`config.mk`:
```
export PLATFORM = sky130hd
export DESIGN_NAME = analyzer_config_regs
export DESIGN_NICKNAME = d
export VERILOG_FILES = /design/src/core/analyzer_cfg_pkg.sv /design/src/core/analyzer_config_regs.sv /design/src/core/float_field_split.sv
export SDC_FILE = /design/constraint.sdc
export NUM_CORES = 1
export LEC_CHECK = 0
export BUFFER_PORTS_ARGS = -buffer_cell sky130_fd_sc_hd__clkbuf_2
export CAP_MARGIN = 30
export CELL_PAD_IN_SITES_DETAIL_PLACEMENT = 0
export CELL_PAD_IN_SITES_GLOBAL_PLACEMENT = 1
export CORE_ASPECT_RATIO = 0.8
export CORE_UTILIZATION = 40
export CTS_CLUSTER_DIAMETER = 200
export DETAILED_ROUTE_END_ITERATION = 10
export PLACE_DENSITY = 0.91
export REMOVE_ABC_BUFFERS = 1
export SYNTH_ARGS = -nofsm -noshare
export SYNTH_HDL_FRONTEND = slang
export SYNTH_SLANG_ARGS = --single-unit
```
`constraint.sdc`:
```
create_clock -name i_clk -period 2.56 [get_ports i_clk]
set_input_delay 0 -clock i_clk [delete_from_list [all_inputs] [get_ports i_clk]]
set_output_delay 0 -clock i_clk [all_outputs]
set_load 0.02 [all_outputs]
```
`src/core/analyzer_cfg_pkg.sv`:
```
// analyzer_cfg_pkg: register numbers, field positions, limits and reset
// values of the analyzer configuration words.
// assumes a 16-bit word register port addressed by register number.
package analyzer_cfg_pkg;

  // register numbers on the word port
  localparam logic [15:0] ADDR_ALARM_CONFIG = 16'h0004;
  localparam logic [15:0] ADDR_ANALOG_OUTPUT_CONFIG = 16'h0005;
  localparam logic [15:0] ADDR_TIME_OF_DAY = 16'h0006;
  localparam logic [15:0] ADDR_CALENDAR_DATE = 16'h0007;
  localparam logic [15:0] ADDR_FAULT_SOURCE_MASK = 16'h0009;
  localparam logic [15:0] ADDR_FLOAT_HIGH = 16'h000a;
  localparam logic [15:0] ADDR_FLOAT_LOW = 16'h000b;

  // alarm configuration word
  localparam int ALARM_ONE_LSB = 0;
  localparam int ALARM_TWO_LSB = 4;
  localparam int ALARM_THREE_LSB = 8;
  localparam int LATCH_LSB = 12;

  // analog output configuration word
  localparam int OUT_ONE_LSB = 0;
  localparam int OUT_TWO_LSB = 4;
  localparam int TYPE_ONE_BIT = 8;
  localparam int TYPE_TWO_BIT = 9;
  localparam logic [15:0] ANALOG_USED_MASK = 16'h03ff;

  // time and date words
  localparam int HOUR_LSB = 8;
  localparam int MINUTE_LSB = 0;
  localparam int DAY_LSB = 11;
  localparam int MONTH_LSB = 7;
  localparam int YEAR_LSB = 0;
  localparam logic [7:0] HOUR_MAX = 8'h17;
  localparam logic [7:0] MINUTE_MAX = 8'h3b;
  localparam logic [4:0] DAY_MIN = 5'h01;
  localparam logic [3:0] MONTH_MIN = 4'h1;
  localparam logic [3:0] MONTH_MAX = 4'hc;
  localparam logic [6:0] YEAR_MAX = 7'h63;
  localparam logic [6:0] SECONDS_MAX = 7'h3b;

  // single precision float layout
  localparam int FLOAT_SIGN_BIT = 31;
  localparam int FLOAT_EXP_LSB = 23;
  localparam int FLOAT_FRAC_W = 23;
  localparam logic signed [8:0] FLOAT_BIAS = 9'sh07f;

  typedef enum logic [3:0] {
    PARAM_PPMV = 4'h0,
    PARAM_PPMW = 4'h1,
    PARAM_MGM3 = 4'h2,
    PARAM_WVP = 4'h3,
    PARAM_LBMMSCF = 4'h4,
    PARAM_DEW_POINT = 4'h5,
    PARAM_OVEN_TEMP = 4'h6,
    PARAM_FLOW_RATE = 4'h7,
    PARAM_CELL_PRESSURE = 4'h8,
    PARAM_LINE_PRESSURE = 4'h9
  } param_code_t;

  typedef enum logic {
    OUT_CURRENT_LOOP = 1'b0,
    OUT_VOLTAGE = 1'b1
  } output_type_t;

  // reset values
  localparam logic [15:0] ALARM_CONFIG_RESET = 16'h0060;
  localparam logic [15:0] ANALOG_OUTPUT_RESET = 16'h0050;
  localparam logic [15:0] TIME_OF_DAY_RESET = 16'h0000;
  localparam logic [15:0] CALENDAR_DATE_RESET = 16'h0880;
  localparam logic [15:0] FAULT_MASK_RESET = 16'h0000;
  localparam logic [31:0] FLOAT_RESET = 32'h0000_0000;

  function automatic logic sel_valid(input logic [3:0] code);
    return code <= PARAM_LINE_PRESSURE;
  endfunction : sel_valid

endpackage : analyzer_cfg_pkg

```
`src/core/analyzer_config_regs.sv`:
```
// analyzer_config_regs: configuration word bank of the analyzer, reached
// by register number over a simple 16-bit word port.
// assumes one-cycle read and write strobes synchronous to i_clk.
//
// Overview of operation
// RULE1: the alarm-3 selector is a 4-bit code 0000..1001 naming the measured quantity.
// RULE2: each of the four latch-enable bits latches its alarm at 1 and not at 0.
// RULE3: alarm 4 has no selector in the alarm word; its sources come from a separate mask.
// RULE4: analog word holds ch1 selector in 3:0, ch2 in 7:4, ch1 type at 8, ch2 type at 9.
// RULE5: output selectors use codes 0000..1001, defaulting to 0000 for ch1 and 0101 for ch2.
// RULE6: a type bit of 0 picks a 4-20 mA loop and 1 picks 1-5 V, first for ch1, second for ch2.
// RULE7: the time word holds hours 00..23 in 15:8 and minutes 00..59 in 7:0.
// RULE8: floats are single precision with sign at 31, exponent biased 127 in 30:23, fraction 22:0.
// RULE9: a float spans two registers, the high half at the lower register number.
// RULE10: the date word holds day 1..31 in 15:11 and month 1..12 in 10:7.
// RULE11: the date's low seven bits hold a year 00..99 or seconds 00..59.
// RULE12: bits 15:10 of the analog word read as zero and ignore writes.
`timescale 1ns/1ns
`default_nettype none
module analyzer_config_regs (
  input wire logic i_clk,
  input wire logic i_rst_n,
  input wire logic i_wr,
  input wire logic i_rd,
  input wire logic [15:0] i_addr,
  input wire logic [15:0] i_wdata,
  input wire logic i_date_low_is_seconds,
  output logic [15:0] o_rdata,
  output logic o_rd_valid,
  output logic o_write_refused,
  output logic [3:0] o_alarm_three_parameter,
  output logic [3:0] o_alarm_latch_enables,
  output logic [15:0] o_fault_source_mask,
  output logic [3:0] o_output_one_parameter,
  output logic [3:0] o_output_two_parameter,
  output logic o_output_one_type,
  output logic o_output_two_type,
  output logic [7:0] o_hour_count,
  output logic [7:0] o_minute_count,
  output logic [4:0] o_day_of_month,
  output logic [3:0] o_minute_or_month_count,
  output logic [6:0] o_year_or_seconds,
  output logic [31:0] o_float_value,
  output logic o_float_sign,
  output logic signed [8:0] o_float_exponent,
  output logic [22:0] o_float_fraction
);
  logic [15:0] alarm_q, alarm_d;
  logic [15:0] analog_q, analog_d;
  logic [15:0] time_q, time_d;
  logic [15:0] date_q, date_d;
  logic [15:0] mask_q, mask_d;
  logic [31:0] float_q, float_d;
  logic [15:0] stage_q, stage_d;
  logic [15:0] snap_q, snap_d;
  logic [15:0] rdata_q, rdata_d;
  logic rd_valid_q, rd_valid_d;
  logic refused_q, refused_d;
  logic alarm_ok, time_ok, date_ok;
  logic [6:0] low_limit;

  // whole-word acceptance: a bad field refuses the word, keeping the old value
  always_comb begin
    alarm_ok = analyzer_cfg_pkg::sel_valid(i_wdata[analyzer_cfg_pkg::ALARM_ONE_LSB +: 4])
      && analyzer_cfg_pkg::sel_valid(i_wdata[analyzer_cfg_pkg::ALARM_TWO_LSB +: 4])
      && analyzer_cfg_pkg::sel_valid(i_wdata[analyzer_cfg_pkg::ALARM_THREE_LSB +: 4]); // [RULE1]
    time_ok = (i_wdata[analyzer_cfg_pkg::HOUR_LSB +: 8] <= analyzer_cfg_pkg::HOUR_MAX)
      && (i_wdata[analyzer_cfg_pkg::MINUTE_LSB +: 8] <= analyzer_cfg_pkg::MINUTE_MAX); // [RULE7]
    low_limit = i_date_low_is_seconds ? analyzer_cfg_pkg::SECONDS_MAX
                                      : analyzer_cfg_pkg::YEAR_MAX; // [RULE11]
    date_ok = (i_wdata[analyzer_cfg_pkg::DAY_LSB +: 5] >= analyzer_cfg_pkg::DAY_MIN)
      && (i_wdata[analyzer_cfg_pkg::MONTH_LSB +: 4] >= analyzer_cfg_pkg::MONTH_MIN)
      && (i_wdata[analyzer_cfg_pkg::MONTH_LSB +: 4] <= analyzer_cfg_pkg::MONTH_MAX)
      && (i_wdata[analyzer_cfg_pkg::YEAR_LSB +: 7] <= low_limit); // [RULE10] [RULE11]
  end

  always_comb begin
    alarm_d = alarm_q;
    analog_d = analog_q;
    time_d = time_q;
    date_d = date_q;
    mask_d = mask_q;
    float_d = float_q;
    stage_d = stage_q;
    snap_d = snap_q;
    refused_d = 1'b0;
    if (i_wr) begin
      unique case (i_addr)
        analyzer_cfg_pkg::ADDR_ALARM_CONFIG: begin
          if (alarm_ok) alarm_d = i_wdata; // [RULE1] [RULE2]
          else refused_d = 1'b1;
        end
        analyzer_cfg_pkg::ADDR_ANALOG_OUTPUT_CONFIG: begin
          if (analyzer_cfg_pkg::sel_valid(i_wdata[analyzer_cfg_pkg::OUT_ONE_LSB +: 4])
              && analyzer_cfg_pkg::sel_valid(i_wdata[analyzer_cfg_pkg::OUT_TWO_LSB +: 4]))
            analog_d = i_wdata & analyzer_cfg_pkg::ANALOG_USED_MASK; // [RULE5] [RULE12]
          else refused_d = 1'b1;
        end
        analyzer_cfg_pkg::ADDR_TIME_OF_DAY: begin
          if (time_ok) time_d = i_wdata; // [RULE7]
          else refused_d = 1'b1;
        end
        analyzer_cfg_pkg::ADDR_CALENDAR_DATE: begin
          if (date_ok) date_d = i_wdata; // [RULE10] [RULE11]
          else refused_d = 1'b1;
        end
        // alarm 4 sources live here, not in the alarm word
        analyzer_cfg_pkg::ADDR_FAULT_SOURCE_MASK: mask_d = i_wdata; // [RULE3]
        // high half waits in a stage so the pair commits as one value
        analyzer_cfg_pkg::ADDR_FLOAT_HIGH: stage_d = i_wdata; // [RULE9]
        analyzer_cfg_pkg::ADDR_FLOAT_LOW: float_d = {stage_q, i_wdata}; // [RULE9]
        default: refused_d = 1'b1;
      endcase
    end
    // reading the high half freezes the low half against a tear
    if (i_rd && i_addr == analyzer_cfg_pkg::ADDR_FLOAT_HIGH) snap_d = float_q[15:0]; // [RULE9]
  end

  always_comb begin
    rd_valid_d = i_rd;
    rdata_d = rdata_q;
    if (i_rd) begin
      unique case (i_addr)
        analyzer_cfg_pkg::ADDR_ALARM_CONFIG: rdata_d = alarm_q;
        analyzer_cfg_pkg::ADDR_ANALOG_OUTPUT_CONFIG: rdata_d = analog_q; // [RULE12]
        analyzer_cfg_pkg::ADDR_TIME_OF_DAY: rdata_d = time_q;
        analyzer_cfg_pkg::ADDR_CALENDAR_DATE: rdata_d = date_q;
        analyzer_cfg_pkg::ADDR_FAULT_SOURCE_MASK: rdata_d = mask_q;
        analyzer_cfg_pkg::ADDR_FLOAT_HIGH: rdata_d = float_q[31:16]; // [RULE9]
        analyzer_cfg_pkg::ADDR_FLOAT_LOW: rdata_d = snap_q; // [RULE9]
        default: rdata_d = 16'h0000;
      endcase
    end
  end

  always_ff @(posedge i_clk) begin
    if (!i_rst_n) begin
      alarm_q <= analyzer_cfg_pkg::ALARM_CONFIG_RESET;
      analog_q <= analyzer_cfg_pkg::ANALOG_OUTPUT_RESET; // [RULE5]
      time_q <= analyzer_cfg_pkg::TIME_OF_DAY_RESET;
      date_q <= analyzer_cfg_pkg::CALENDAR_DATE_RESET;
      mask_q <= analyzer_cfg_pkg::FAULT_MASK_RESET;
      float_q <= analyzer_cfg_pkg::FLOAT_RESET;
      stage_q <= 16'h0000;
      snap_q <= 16'h0000;
      rdata_q <= 16'h0000;
      rd_valid_q <= 1'b0;
      refused_q <= 1'b0;
    end else begin
      alarm_q <= alarm_d;
      analog_q <= analog_d;
      time_q <= time_d;
      date_q <= date_d;
      mask_q <= mask_d;
      float_q <= float_d;
      stage_q <= stage_d;
      snap_q <= snap_d;
      rdata_q <= rdata_d;
      rd_valid_q <= rd_valid_d;
      refused_q <= refused_d;
    end
  end

  assign o_rdata = rdata_q;
  assign o_rd_valid = rd_valid_q;
  assign o_write_refused = refused_q;
  assign o_alarm_three_parameter = alarm_q[analyzer_cfg_pkg::ALARM_THREE_LSB +: 4]; // [RULE1]
  assign o_alarm_latch_enables = alarm_q[analyzer_cfg_pkg::LATCH_LSB +: 4]; // [RULE2]
  assign o_fault_source_mask = mask_q;
  assign o_output_one_parameter = analog_q[analyzer_cfg_pkg::OUT_ONE_LSB +: 4]; // [RULE4]
  assign o_output_two_parameter = analog_q[analyzer_cfg_pkg::OUT_TWO_LSB +: 4]; // [RULE4]
  assign o_output_one_type = analog_q[analyzer_cfg_pkg::TYPE_ONE_BIT]; // [RULE4] [RULE6]
  assign o_output_two_type = analog_q[analyzer_cfg_pkg::TYPE_TWO_BIT]; // [RULE4] [RULE6]
  assign o_hour_count = time_q[analyzer_cfg_pkg::HOUR_LSB +: 8];
  assign o_minute_count = time_q[analyzer_cfg_pkg::MINUTE_LSB +: 8];
  assign o_day_of_month = date_q[analyzer_cfg_pkg::DAY_LSB +: 5];
  assign o_minute_or_month_count = date_q[analyzer_cfg_pkg::MONTH_LSB +: 4];
  assign o_year_or_seconds = date_q[analyzer_cfg_pkg::YEAR_LSB +: 7];
  assign o_float_value = float_q;

  float_field_split u_float_split (
    .i_clk(i_clk),
    .i_rst_n(i_rst_n),
    .i_value(float_q),
    .o_sign(o_float_sign),
    .o_exponent_field(),
    .o_exponent_unbiased(o_float_exponent),
    .o_fraction(o_float_fraction)
  );
endmodule : analyzer_config_regs
`default_nettype wire

```
`src/core/float_field_split.sv`:
```
// float_field_split: registered split of a single precision word into
// sign, biased and unbiased exponent and fraction.
// assumes a synchronous active-low reset shared with the register bank.
`timescale 1ns/1ns
`default_nettype none
module float_field_split (
  input wire logic i_clk,
  input wire logic i_rst_n,
  input wire logic [31:0] i_value,
  output logic o_sign,
  output logic [7:0] o_exponent_field,
  output logic signed [8:0] o_exponent_unbiased,
  output logic [analyzer_cfg_pkg::FLOAT_FRAC_W-1:0] o_fraction
);
  logic sign_d;
  logic [7:0] exp_d;
  logic signed [8:0] unb_d;
  logic [analyzer_cfg_pkg::FLOAT_FRAC_W-1:0] frac_d;

  always_comb begin
    sign_d = i_value[analyzer_cfg_pkg::FLOAT_SIGN_BIT]; // [RULE8]
    exp_d = i_value[analyzer_cfg_pkg::FLOAT_EXP_LSB +: 8]; // [RULE8]
    unb_d = $signed({1'b0, exp_d}) - analyzer_cfg_pkg::FLOAT_BIAS; // [RULE8]
    frac_d = i_value[analyzer_cfg_pkg::FLOAT_FRAC_W-1:0]; // [RULE8]
  end

  always_ff @(posedge i_clk) begin
    if (!i_rst_n) begin
      o_sign <= 1'b0;
      o_exponent_field <= 8'h00;
      o_exponent_unbiased <= 9'sh000;
      o_fraction <= '0;
    end else begin
      o_sign <= sign_d;
      o_exponent_field <= exp_d;
      o_exponent_unbiased <= unb_d;
      o_fraction <= frac_d;
    end
  end
endmodule : float_field_split
`default_nettype wire

```
==> flow_summary.json <==
{
  "die_w_um": 154,
  "path_clk_slew_ns": 0.07,
  "via_per_inst": 5.51,
  "worst_r2r_endpoint": "u_float_split.o_exponent_unbiased[6]",
  "seq_area_um2": 3780,
  "final.min_clock_period_ns": 2.17,
  "initial_core_util_pct": 40.9,
  "required_ns": 2.93,
  "num_rows": 44,
  "leakage_uw": 0.00461,
  "outcome": "complete, no violations",
  "finalHoldViolations": 0,
  "fin_crit_sh_pct": 84.9,
  "multiInputGateArea_um2": 3210,
  "timing.rr.start": "o_float_value[23]",
  "crit_fanout": 16,
  "antenna_found_initial": 0,
  "rsz0062_at_grt": "false",
  "critPathKind": "in -> reg",
  "stdcell_count": 1202,
  "cts_tree": "done",
  "drt_wl_total_mm": 23.6,
  "worst-r2r-cell-count": 4,
  "yosysWarnings": 0,
  "mostFrequentLayoutCells": "dfxtp_1, clkbuf_2, nor2_1",
  "drc_errors": 0,
  "cp-start-kind": "primary input",
  "num_vias": 6618,
  "grt_max_degree": 112,
  "n_antenna_cell": 0,
  "worst_slack_ns": 0.386,
  "fmaxAchievable_mhz": 460,
  "powerDensity_nw_per_um2": 626,
  "wl_per_cell_um": 19.6,
  "grt_pass1_vias": 6090,
  "ant_nets": 0,
  "ys_ff_latch": 189,
  "overflow": 0,
  "synth_area_per_cell_um2": 9.52,
  "hold_start": "i_wr",
  "min_path_cells": 3,
  "synth_cell_types": 52,
  "coreArea_um2": 18200,
  "grt_usage_pct": 25.0,
  "dr.pass1.iters": 7,
  "dp_slack_ns": 0.386,
  "ioPinCount": 186,
  "worst_clock_skew_ns": 0.00760,
  "io_buffers": 185,
  "dp_hpwl_mm": 15.6,
  "synth_ff_type": "dfxtp_1",
  "fillers": 1723,
  "async_flop_share_pct": 0,
  "grt_pass1_wl_mm": 35.8,
  "htree_levels": 4,
  "critPathMaxStageDelay_ns": 0.67,
  "drive_gt1_share_pct": 27.3,
  "post_cts_buffers": 0,
  "min_path_type": "in -> reg",
  "initialDrtViolationCount": 754,
  "layout.nets": 1000,
  "gp_congestion": 0.870,
  "cts-buffers-inserted": 17,
  "end_kind": "register",
  "ir_drop_v": 0.000410,
  "synthesis.area_um2": 7430,
  "insertion_delay_ns": 0.44,
  "synth_edf_count": 0,
  "die_area_um2": 19100,
  "slowest_stage": "o2111a_1",
  "worstMarginPinSlew_ns": 0.692,
  "synth.top_cell.area_share_pct": 50.9,
  "synthTopCellsByArea": "dfxtp_1, mux2i_1, nor2_1, a21oi_1, nand2_1",
  "mostFrequentLayoutCell": "dfxtp_1",
  "holdPathEnd": "o_write_refused",
  "place_area_um2": 8530,
  "drv_slew": 0,
  "ff2ff_setup_slack_ns": 1.13,
  "syn2layout_area_growth_pct": 24.9,
  "clockRootBuffer": "clkbuf_16",
  "fin_util_pct": 51.1,
  "cts_sinks": 189,
  "ys_seq_area_share_pct": 50.9,
  "die_height_um": 124,
  "stdcell_area_um2": 9280,
  "placedCellCount": 1154,
  "max-cap-violations": 0,
  "critical_path_arrival_ns": 2.54,
  "max_slew_margin_pct": 53.7,
  "synthCells": 781,
  "setup_viol": 0,
  "crit_chain": "dlygate4sd3_1 -> clkbuf_2 -> ha_1 -> and4_1 -> a22oi_1 -> o2111a_1 -> nand3_1 -> a21oi_1",
  "clockBufferDepth": 2,
  "synth_top_area_cell": "dfxtp_1"
}
timing repair:
action                    CTS  global route
resized for setup           0             0
hold endpoints to repair   78             0
hold buffers               16             0
through the flow:
step | setup TNS (ns) | power, µW | hold WS, ns
final | 0 | 5810 | 0.0333
after global routing | 0 | 6000 | 0.0484
after CTS | 0 | 5850 | 0.0162
after detailed placement | 0 | 3230 | 0.345
after global placement | 0 | 3230 | 0.336
after floorplan | -5.61 | 3090 | 0.0619
sequential cells by signal (all words and copies together) (netlist names):
name / count
alarm_q: 16
analog_q: 10
date_q: 16
o_fault_source_mask: 16
o_float_value: 32
o_rd_valid: 1
o_rdata: 16
o_write_refused: 1
snap_q: 16
stage_q: 16
time_q: 16
u_float_split.o_exponent_unbiased: 9
u_float_split.o_fraction: 23
u_float_split.o_sign: 1
how the worst max path moves through the flow:
stage	to	cells after the start	start
after floorplan	o_float_value[23]	5	i_addr[7]
after detailed placement	analog_q[6]	7	i_addr[7]
after global routing	date_q[1]	8	i_wdata[3]
after global placement	analog_q[4]	7	i_addr[7]
after CTS	date_q[14]	8	i_wdata[3]
final	date_q[0]	8	i_wdata[3]
metal layers:
layer  up-vias  track usage (%)  share of wire, %
met4         0             6.44              0.85
met5         -                0                 0
li1       3095                -                 -
met2       315             37.3                43
met1      3192             35.2                47
met3        16             7.27               9.4
synthesized netlist by cell type, types with 2 or more instances:
| cell | number |
|---|---|
| or4_1 | 4 |
| clkbuf_1 | 31 |
| nand2_1 | 68 |
| or3_1 | 3 |
| buf_6 | 3 |
| buf_1 | 2 |
| dfxtp_1 | 189 |
| a21o_1 | 17 |
| a21oi_1 | 58 |
| xor2_1 | 3 |
| a222oi_1 | 22 |
| nand3_1 | 23 |
| nand4b_1 | 2 |
| mux2i_1 | 77 |
| a21oi_2 | 6 |
| nand4_1 | 4 |
| and2_1 | 4 |
| nor3_1 | 2 |
| and3_1 | 7 |
| ha_1 | 4 |
| o21ai_0 | 23 |
| a22oi_1 | 20 |
| nand2b_1 | 2 |
| inv_1 | 26 |
| a31oi_1 | 11 |
| buf_4 | 11 |
| nor4_2 | 2 |
| and4_1 | 2 |
| or4bb_1 | 2 |
| nor2_1 | 107 |
| nor4_4 | 5 |
| buf_2 | 21 |
report_power, final:
| group | leakage (µW) | switching, µW | total, µW | internal, µW |
|---|---|---|---|---|
| sequential | 0.00152 | 1.15 | 2940 | 2940 |
| clock | 0.000280 | 1170 | 2620 | 1460 |
| combinational | 0.00281 | 168 | 242 | 74.0 |
kinds of logic (layout without fill, tap and decap cells):
logic type	Yosys count	count (layout)	share of synthesized area [%]
AND/OR/NAND/NOR	248	248	16.9
XOR/XNOR	4	4	0.471
buffers and inverters	95	286	6.03
AO/OA/AOI/OAI	163	163	14.5
flip-flops	189	189	50.9
adder cells (fa/ha/maj)	4	4	0.673
multiplexers	78	78	10.5
cell type report:
cell class,count,area share [%]
clock buffer,22,5.22
tap,230,3.10
inverter,26,1.06
clock inverter,10,1.13
sequential,189,40.8
multi-input combinational,497,34.6
timing repair buffer,228,14.2
critical path: cells and delay by family:
family          cells  cell delay, ns
compound gates      3            1.05
simple gates        2            0.38
buf+inv             2            0.77
fa+ha+maj           1            0.33
Note: power is estimated with default switching activity, not from simulation.
